**src/rtcp_pkg.sv**
```systemverilog
// Constants and types shared by the remote test control port.
package rtcp_pkg;

    // ------------------------------------------------------------
    // Panel selection
    // ------------------------------------------------------------
    localparam int          SEL_W       = 5;
    localparam logic [4:0]  PANEL_MIN   = 5'h01;
    localparam logic [4:0]  PANEL_MAX   = 5'h1E;

    // ------------------------------------------------------------
    // Register map
    // ------------------------------------------------------------
    localparam logic [11:0] OFS_CTRL    = 12'h000;
    localparam logic [11:0] OFS_STATUS  = 12'h004;
    localparam logic [11:0] OFS_RESULT  = 12'h008;
    localparam logic [11:0] OFS_IRQ_ST  = 12'h00C;
    localparam logic [11:0] OFS_IRQ_MSK = 12'h010;
    localparam logic [11:0] OFS_ITEM    = 12'h014;

    // Control register fields, all write-one pulses except REMOTE.
    localparam int          CTRL_REMOTE = 0;
    localparam int          CTRL_ITEM   = 1;
    localparam int          CTRL_PASS   = 2;
    localparam int          CTRL_LFAIL  = 3;
    localparam int          CTRL_HFAIL  = 4;
    localparam int          CTRL_DONE   = 5;

    // Interrupt status fields.
    localparam int          IRQ_START   = 0;
    localparam int          IRQ_STOP    = 1;
    localparam int          IRQ_DONE    = 2;
    localparam int          IRQ_BADSEL  = 3;
    localparam int          IRQ_W       = 4;

    localparam logic [31:0] RST_WORD    = 32'h0000_0000;

    // ------------------------------------------------------------
    // Timing
    // ------------------------------------------------------------
    localparam int          CLK_HZ      = 20_000_000;
    localparam int          STROBE_NS   = 1000;
    localparam int          STROBE_CYC  = (STROBE_NS * (CLK_HZ / 1_000_000) + 999) / 1000;

    // ------------------------------------------------------------
    // Types
    // ------------------------------------------------------------
    typedef enum logic [1:0]
    {
        RTCP_IDLE    = 2'b00,
        RTCP_MEASURE = 2'b01,
        RTCP_STROBE  = 2'b10
    } rtcp_state_t;

    typedef enum logic [1:0]
    {
        RTCP_JUDGE_NONE  = 2'b00,
        RTCP_JUDGE_PASS  = 2'b01,
        RTCP_JUDGE_LFAIL = 2'b10,
        RTCP_JUDGE_HFAIL = 2'b11
    } rtcp_judge_t;

endpackage

```
**src/rtcp_port.sv**
```systemverilog
// Remote test control port: pin sampling, measurement sequencing and APB registers.
// Functional notes
// - All control lines are active low.
// - Lock input low locks front-panel keys.
// - Stop input aborts the running measurement.
// - Panel number is complement of select code.
// - Select set first, start low begins measuring.
// - Start recalls panel addressed by select code.
// - Item strobe pulses low per measurement item.
// - Pass output low on pass judgement.
// - Low-fail output low below lower limit.
// - High-fail output low above upper limit.
// - Remote connection shows indicator, forces key lock.
//
// Design decisions made here: register access over APB and the register addresses.
`timescale 1ns/1ps
module rtcp_port
    import rtcp_pkg::*;
#(
    parameter int STROBE_CYCLES = rtcp_pkg::STROBE_CYC
)
(
    input  wire logic                      clock,
    input  wire logic                      reset,
    input  wire logic                      panel_lock_n,
    input  wire logic                      start_n,
    input  wire logic                      stop_n,
    input  wire logic                      panel_sel_b0_n,
    input  wire logic                      panel_sel_b1_n,
    input  wire logic                      panel_sel_b2_n,
    input  wire logic                      panel_sel_b3_n,
    input  wire logic                      panel_sel_b4_n,
    output logic                           testing_n,
    output logic                           item_strobe_n,
    output logic                           pass_n,
    output logic                           lfail_n,
    output logic                           hfail_n,
    output logic                           keys_locked,
    output logic                           remote_icon,
    output logic                           recall_valid,
    output logic [rtcp_pkg::SEL_W-1:0]     recall_panel,
    output logic                           abort,
    output logic                           irq,
    input  wire logic                      psel,
    input  wire logic                      penable,
    input  wire logic                      pwrite,
    input  wire logic [11:0]               paddr,
    input  wire logic [31:0]               pwdata,
    output logic [31:0]                    prdata,
    output logic                           pready,
    output logic                           pslverr
);
    import rtcp_pkg::*;

    // ------------------------------------------------------------
    // Pin synchronisation
    // ------------------------------------------------------------
    logic [7:0] pins_s;

    rtcp_sync
    #(
        .W    (8),
        .INIT (8'hFF)
    )
    u_sync
    (
        .clock    (clock),
        .reset    (reset),
        .async_in ({panel_sel_b4_n, panel_sel_b3_n, panel_sel_b2_n, panel_sel_b1_n,
                    panel_sel_b0_n, stop_n, start_n, panel_lock_n}),
        .sync_out (pins_s)
    );

    logic             lock_act;
    logic             start_act;
    logic             stop_act;
    logic [SEL_W-1:0] sel_code;
    logic [SEL_W-1:0] panel_num;
    logic             start_prev_r;
    logic             start_edge;
    logic             sel_ok;

    assign lock_act  = ~pins_s[0];
    assign start_act = ~pins_s[1];
    assign stop_act  = ~pins_s[2];
    assign sel_code  = pins_s[7:3];
    assign panel_num = ~sel_code;

    function automatic logic panel_in_range(input logic [SEL_W-1:0] num);
        panel_in_range = (num >= PANEL_MIN) && (num <= PANEL_MAX);
    endfunction

    assign sel_ok     = panel_in_range(panel_num);
    assign start_edge = start_act && !start_prev_r;

    always_ff @(posedge clock)
    begin
        if (reset)
            start_prev_r <= 1'b0;
        else
            start_prev_r <= start_act;
    end

    // ------------------------------------------------------------
    // Register bus decode
    // ------------------------------------------------------------
    logic wr_en;
    logic rd_en;
    logic addr_ok;

    assign pready  = 1'b1;
    assign addr_ok = (paddr == OFS_CTRL) || (paddr == OFS_STATUS) || (paddr == OFS_RESULT) ||
                     (paddr == OFS_IRQ_ST) || (paddr == OFS_IRQ_MSK) || (paddr == OFS_ITEM);
    assign pslverr = psel && penable && !addr_ok;
    assign wr_en   = psel && penable && pwrite && addr_ok;
    assign rd_en   = psel && penable && !pwrite;

    logic ctrl_wr;
    logic item_req;
    logic done_req;
    logic remote_r;

    assign ctrl_wr  = wr_en && (paddr == OFS_CTRL);
    assign item_req = ctrl_wr && pwdata[CTRL_ITEM];
    assign done_req = ctrl_wr && pwdata[CTRL_DONE];

    always_ff @(posedge clock)
    begin
        if (reset)
            remote_r <= 1'b0;
        else if (ctrl_wr)
            remote_r <= pwdata[CTRL_REMOTE];
    end

    assign remote_icon = remote_r;
    assign keys_locked = lock_act || remote_r;

    // ------------------------------------------------------------
    // Measurement sequencer
    // ------------------------------------------------------------
    rtcp_state_t state_r;
    rtcp_state_t state_nxt;
    logic [15:0] strobe_cnt_r;
    logic [15:0] item_cnt_r;
    logic        accept;

    assign accept = (state_r == RTCP_IDLE) && start_edge && sel_ok && !stop_act;

    always_comb
    begin
        state_nxt = state_r;
        unique case (state_r)
            RTCP_IDLE:
                if (accept)
                    state_nxt = RTCP_MEASURE;
            RTCP_MEASURE:
                if (stop_act || done_req)
                    state_nxt = RTCP_IDLE;
                else if (item_req)
                    state_nxt = RTCP_STROBE;
            RTCP_STROBE:
                if (stop_act)
                    state_nxt = RTCP_IDLE;
                else if (strobe_cnt_r == 16'(STROBE_CYCLES - 1))
                    state_nxt = RTCP_MEASURE;
            default:
                state_nxt = RTCP_IDLE;
        endcase
    end

    always_ff @(posedge clock)
    begin
        if (reset)
            state_r <= RTCP_IDLE;
        else
            state_r <= state_nxt;
    end

    always_ff @(posedge clock)
    begin
        if (reset || state_r != RTCP_STROBE)
            strobe_cnt_r <= 16'h0000;
        else
            strobe_cnt_r <= strobe_cnt_r + 16'h0001;
    end

    always_ff @(posedge clock)
    begin
        if (reset || accept)
            item_cnt_r <= 16'h0000;
        else if (state_r == RTCP_MEASURE && state_nxt == RTCP_STROBE)
            item_cnt_r <= item_cnt_r + 16'h0001;
    end

    always_ff @(posedge clock)
    begin
        if (reset)
        begin
            recall_valid <= 1'b0;
            recall_panel <= 5'h00;
        end
        else
        begin
            recall_valid <= accept;
            if (accept)
                recall_panel <= panel_num;
        end
    end

    always_ff @(posedge clock)
    begin
        if (reset)
            abort <= 1'b0;
        else
            abort <= (state_r != RTCP_IDLE) && stop_act;
    end

    always_ff @(posedge clock)
    begin
        if (reset)
            testing_n <= 1'b1;
        else
            testing_n <= !(state_nxt != RTCP_IDLE);
    end

    always_ff @(posedge clock)
    begin
        if (reset)
            item_strobe_n <= 1'b1;
        else
            item_strobe_n <= !(state_nxt == RTCP_STROBE);
    end

    // ------------------------------------------------------------
    // Judgement
    // ------------------------------------------------------------
    rtcp_judge_t judge_r;

    always_ff @(posedge clock)
    begin
        if (reset || accept)
            judge_r <= RTCP_JUDGE_NONE;
        else if (state_r == RTCP_MEASURE && done_req && !stop_act)
        begin
            if (pwdata[CTRL_HFAIL])
                judge_r <= RTCP_JUDGE_HFAIL;
            else if (pwdata[CTRL_LFAIL])
                judge_r <= RTCP_JUDGE_LFAIL;
            else if (pwdata[CTRL_PASS])
                judge_r <= RTCP_JUDGE_PASS;
        end
    end

    always_ff @(posedge clock)
    begin
        if (reset || accept)
        begin
            pass_n  <= 1'b1;
            lfail_n <= 1'b1;
            hfail_n <= 1'b1;
        end
        else
        begin
            pass_n  <= !(judge_r == RTCP_JUDGE_PASS);
            lfail_n <= !(judge_r == RTCP_JUDGE_LFAIL);
            hfail_n <= !(judge_r == RTCP_JUDGE_HFAIL);
        end
    end

    // ------------------------------------------------------------
    // Interrupts
    // ------------------------------------------------------------
    logic [IRQ_W-1:0] irq_st_r;
    logic [IRQ_W-1:0] irq_msk_r;
    logic [IRQ_W-1:0] irq_set;
    logic [IRQ_W-1:0] irq_clr;

    assign irq_set[IRQ_START]  = accept;
    assign irq_set[IRQ_STOP]   = (state_r != RTCP_IDLE) && stop_act;
    assign irq_set[IRQ_DONE]   = (state_r == RTCP_MEASURE) && done_req && !stop_act;
    assign irq_set[IRQ_BADSEL] = (state_r == RTCP_IDLE) && start_edge && !sel_ok;
    assign irq_clr = (wr_en && paddr == OFS_IRQ_ST) ? pwdata[IRQ_W-1:0] : '0;

    always_ff @(posedge clock)
    begin
        if (reset)
            irq_st_r <= '0;
        else
            irq_st_r <= (irq_st_r & ~irq_clr) | irq_set;
    end

    always_ff @(posedge clock)
    begin
        if (reset)
            irq_msk_r <= '0;
        else if (wr_en && paddr == OFS_IRQ_MSK)
            irq_msk_r <= pwdata[IRQ_W-1:0];
    end

    assign irq = |(irq_st_r & irq_msk_r);

    // ------------------------------------------------------------
    // Read data
    // ------------------------------------------------------------
    always_ff @(posedge clock)
    begin
        if (reset)
            prdata <= RST_WORD;
        else if (psel && !penable && !pwrite)
        begin
            unique case (paddr)
                OFS_CTRL:    prdata <= {31'h0000_0000, remote_r};
                OFS_STATUS:  prdata <= {20'h0_0000, sel_code, state_r, keys_locked,
                                        stop_act, start_act, lock_act, sel_ok};
                OFS_RESULT:  prdata <= {25'h000_0000, recall_panel, judge_r};
                OFS_IRQ_ST:  prdata <= {28'h000_0000, irq_st_r};
                OFS_IRQ_MSK: prdata <= {28'h000_0000, irq_msk_r};
                OFS_ITEM:    prdata <= {16'h0000, item_cnt_r};
                default:     prdata <= RST_WORD;
            endcase
        end
    end

    logic unused_rd;
    assign unused_rd = rd_en;

endmodule

```
**src/rtcp_sync.sv**
```systemverilog
// Two-stage synchroniser for a group of asynchronous pin levels.
`timescale 1ns/1ps
module rtcp_sync
#(
    parameter int          W     = 1,
    parameter logic [W-1:0] INIT = '1
)
(
    input  wire logic         clock,
    input  wire logic         reset,
    input  wire logic [W-1:0] async_in,
    output logic      [W-1:0] sync_out
);

    logic [W-1:0] meta_r;

    always_ff @(posedge clock)
    begin
        if (reset)
        begin
            meta_r   <= INIT;
            sync_out <= INIT;
        end
        else
        begin
            meta_r   <= async_in;
            sync_out <= meta_r;
        end
    end

endmodule

```
**config.mk**
```make
export PLATFORM = sky130hd
export DESIGN_NAME = rtcp_port
export DESIGN_NICKNAME = d
export VERILOG_FILES = /design/src/rtcp_pkg.sv /design/src/rtcp_port.sv /design/src/rtcp_sync.sv
export SDC_FILE = /design/constraint.sdc
export NUM_CORES = 1
export LEC_CHECK = 0
export BUFFER_PORTS_ARGS = -buffer_cell sky130_fd_sc_hd__buf_2
export CAP_MARGIN = 20
export CORE_MARGIN = 5
export CORE_UTILIZATION = 49
export DETAILED_ROUTE_END_ITERATION = 8
export PLACE_DENSITY = 0.75
export SLEW_MARGIN = 20
export SYNTH_ARGS = -nofsm -noshare
export SYNTH_HDL_FRONTEND = slang
export SYNTH_SLANG_ARGS = --single-unit
```
**constraint.sdc**
```tcl
create_clock -name clock -period 2.1 [get_ports clock]
set_input_delay 0.42 -clock clock [delete_from_list [all_inputs] [get_ports clock]]
set_output_delay 0.42 -clock clock [all_outputs]
set_load 0.01 [all_outputs]
```
==> flow_metrics.tcl <==
set metrics [dict create \
    layout.nets 597 \
    yosys_warnings 0 \
    syn_area_mm2 0.00417 \
    cts_tree "done" \
    dr.pass1.iters 5 \
    fin_ws_ps 134 \
    fp.dieH_um 102 \
    r2r_cells 4 \
    ctsResizeCount 0 \
    critical_path_class "in2out" \
    worst_path_max_delay_cell "nor3_2" \
    hold_buffers 0 \
    totalWireLength_mm 10.6 \
    place_hpwl_mm 7.88 \
    crit_path_cell_trace "buf_2, nor3_2, buf_4, nand4_1, and3_1, buf_2" \
    clockBufferDepth 2 \
    cp.depth 6 \
    antennaDiodeCount 0 \
    grt_pass1_wl_mm 17.3 \
    ys_async_sr_fraction_pct 0 \
    gp_congestion 0.913 \
    die_w_um 102 \
    clk_latency_ps 360 \
    synth_top_area_cell "dfxtp_1" \
    finalSetupTns_ps 0 \
    grt_pass1_vias 3502 \
    vdd.ir_drop.worst_v 0.000424 \
    path_delay_family "simple AND/OR/NAND/NOR gates" \
    area_delta_synth_final_pct 15.2 \
    coreArea_mm2 0.00826 \
    p_leak_nw 1.79 \
    setup_viol 0 \
    synth_ff_type "dfxtp_1" \
    clkSinkCount 90 \
    grt_max_degree 47 \
    synth_edf_count 0 \
    drc 0 \
    hold_depth 2 \
    critical_path.max_stage_delay_ps 300 \
    utilization_pct 58.2 \
    rsz0062_at_grt "no" \
    drive_gt1_share_pct 24.7 \
    worst_ep_required_time_ps 1680 \
    hold_viol 0 \
    rows 33 \
    endpoint_kind "output port" \
    power_density_mw_per_mm2 659 \
    worst_ep_arrival_time_ps 1550 \
    min_period_over_period_pct 93.6 \
    cp-start-kind "primary input" \
    hold_path_class "in2reg" \
    via_count 3772 \
    worst-slew-pin-transition_ps 517 \
    yosysMostFrequentCell "dfxtp_1" \
    regArea_mm2 0.00180 \
    drtAntennaViolNets 0 \
    fill_cells 747 \
    yosys-top-cells-area "dfxtp_1 (43%), a21oi_1 (4.2%), buf_4 (3.2%)" \
    synthTopCellsByCount "dfxtp_1 (90), a21oi_1 (35), nor2_1 (35)" \
    syn_avg_cell_area_um2 8.89 \
    multi_input_area_mm2 0.00217 \
    cap_violations 0 \
    pre_cts_slack_ps 80.7 \
    die_area_mm2 0.0105 \
    fin_area_mm2 0.00480 \
    first_iter_violations 314 \
    skew_ps 11.1 \
    cts_buffers 9 \
    crit_buf_inv 3 \
    track_usage_pct 20.7 \
    fmax_ghz 0.509 \
    start_util_pct 50.5 \
    min_period_ps 1970 \
    synth.ff_latch_count 90 \
    antenna_found_initial 0 \
    clk_pin_slew_ps 90 \
    io_buffers 62 \
    place_area_mm2 0.00460 \
    globalRouteOverflowTotal 0 \
    synthCells 469 \
    io_pins 106 \
    wire_per_inst_um 16.3 \
    synth_cell_type_count 66 \
    crit_fanout 8 \
    yosysSeqAreaShare_pct 43.2 \
    drv_slew 0 \
    relSlewSlack_pct 65.5 \
    status "completed" \
    yosys.area.top_type_share_pct 43.2 \
    cts-htree-levels 3 \
    cts-root-buf "clkbuf_8" \
    crit_top_cell "buf_2" \
    viasPerCell 5.83 \
]
-- routing by layer --
metal / track usage, % / up-vias / share of wire [%]
met1: 28.1 / 1791 / 45
met2: 33.5 / 125 / 47
li1: - / 1839 / -
met3: 3.62 / 17 / 5.9
met5: 0 / - / 0
met4: 6.96 / 0 / 2.0
-- final timing paths --
path / startpoint / end / slack (ps)
setup / recovery: paddr[9] / pslverr / 130
hold / removal: start_n / u_sync.meta_r[1]$_SDFF_PP1_ / 240
setup reg to reg: u_sync.sync_out[4]$_SDFF_PP1_ / state_r[0]$_SDFF_PP0_ / 230
hold reg to reg: u_sync.meta_r[2]$_SDFF_PP1_ / u_sync.sync_out[2]$_SDFF_PP1_ / 410
-- area by class of cell --
cell class | count | share of cell area, %
repair buffers | 83 | 10.0
clock buffers | 9 | 2.58
well taps | 105 | 2.74
flip-flops and latches | 90 | 37.5
multi-input cells | 348 | 45.1
clock inverters | 6 | 1.56
inverters | 6 | 0.469
-- flip-flops by register name (all words and copies together), names as in the netlist --
| name | cells |
|---|---|
| start_prev_r | 1 |
| pass_n | 1 |
| testing_n | 1 |
| u_sync.meta_r | 8 |
| state_r | 2 |
| prdata | 16 |
| lfail_n | 1 |
| recall_panel | 5 |
| abort | 1 |
| item_strobe_n | 1 |
| remote_icon | 1 |
| judge_r | 2 |
| irq_st_r | 4 |
| hfail_n | 1 |
| irq_msk_r | 4 |
| recall_valid | 1 |
| u_sync.sync_out | 8 |
| item_cnt_r | 16 |
| strobe_cnt_r | 16 |
-- report_power, final --
group / internal, mW / total, mW / switching [mW]
combinational: 0.0882 / 0.230 / 0.142
clock: 0.560 / 1.19 / 0.633
sequential: 1.73 / 1.75 / 0.0172
-- what timing repair did --
item / in CTS / in global routing
setup endpoints to repair: 0 / 1
hold endpoints to repair: 0 / 0
setup buffers: 0 / 1
-- metrics by stage --
| stage | instances | power, mW | hold WS (ps) |
|---|---|---|---|
| 2_1_floorplan | 484 | 1.94 | 389 |
| 3_3_place_gp | 631 | 2.00 | 392 |
| 3_5_place_dp | 631 | 2.01 | 394 |
| 4_1_cts | 646 | 3.18 | 231 |
| 5_1_grt | 647 | 3.27 | 238 |
| 6_report | 647 | 3.17 | 239 |
-- cell usage in the layout, fill, tap and decap left out, types with 7 or more instances in the layout --
cell type and instances:
a21oi_1 35, o31ai_1 10, o21ai_0 25, a22oi_1 7
buf_2 62, buf_4 20, nand2b_1 7, or2_2 16
nand3_1 22, or4_1 11, clkbuf_8 9, nand4_1 15
conb_1 17, dfxtp_1 90, nor2_1 35, nand2_1 29
-- logic make-up (layout without fill, tap and decap cells) --
family | Yosys count | count (layout) | share of synthesized area (%)
AND/OR/NAND/NOR | 196 | 196 | 27.7
AO/OA/AOI/OAI | 113 | 113 | 17.5
flip-flops | 90 | 90 | 43.2
buffers and inverters | 46 | 104 | 6.12
XOR/XNOR | 11 | 11 | 2.31
multiplexers | 9 | 9 | 2.34
adder cells (fa/ha/maj) | 2 | 2 | 0.600
other | 2 | 17 | 0.180
Note: power is estimated with default switching activity, not from simulation.
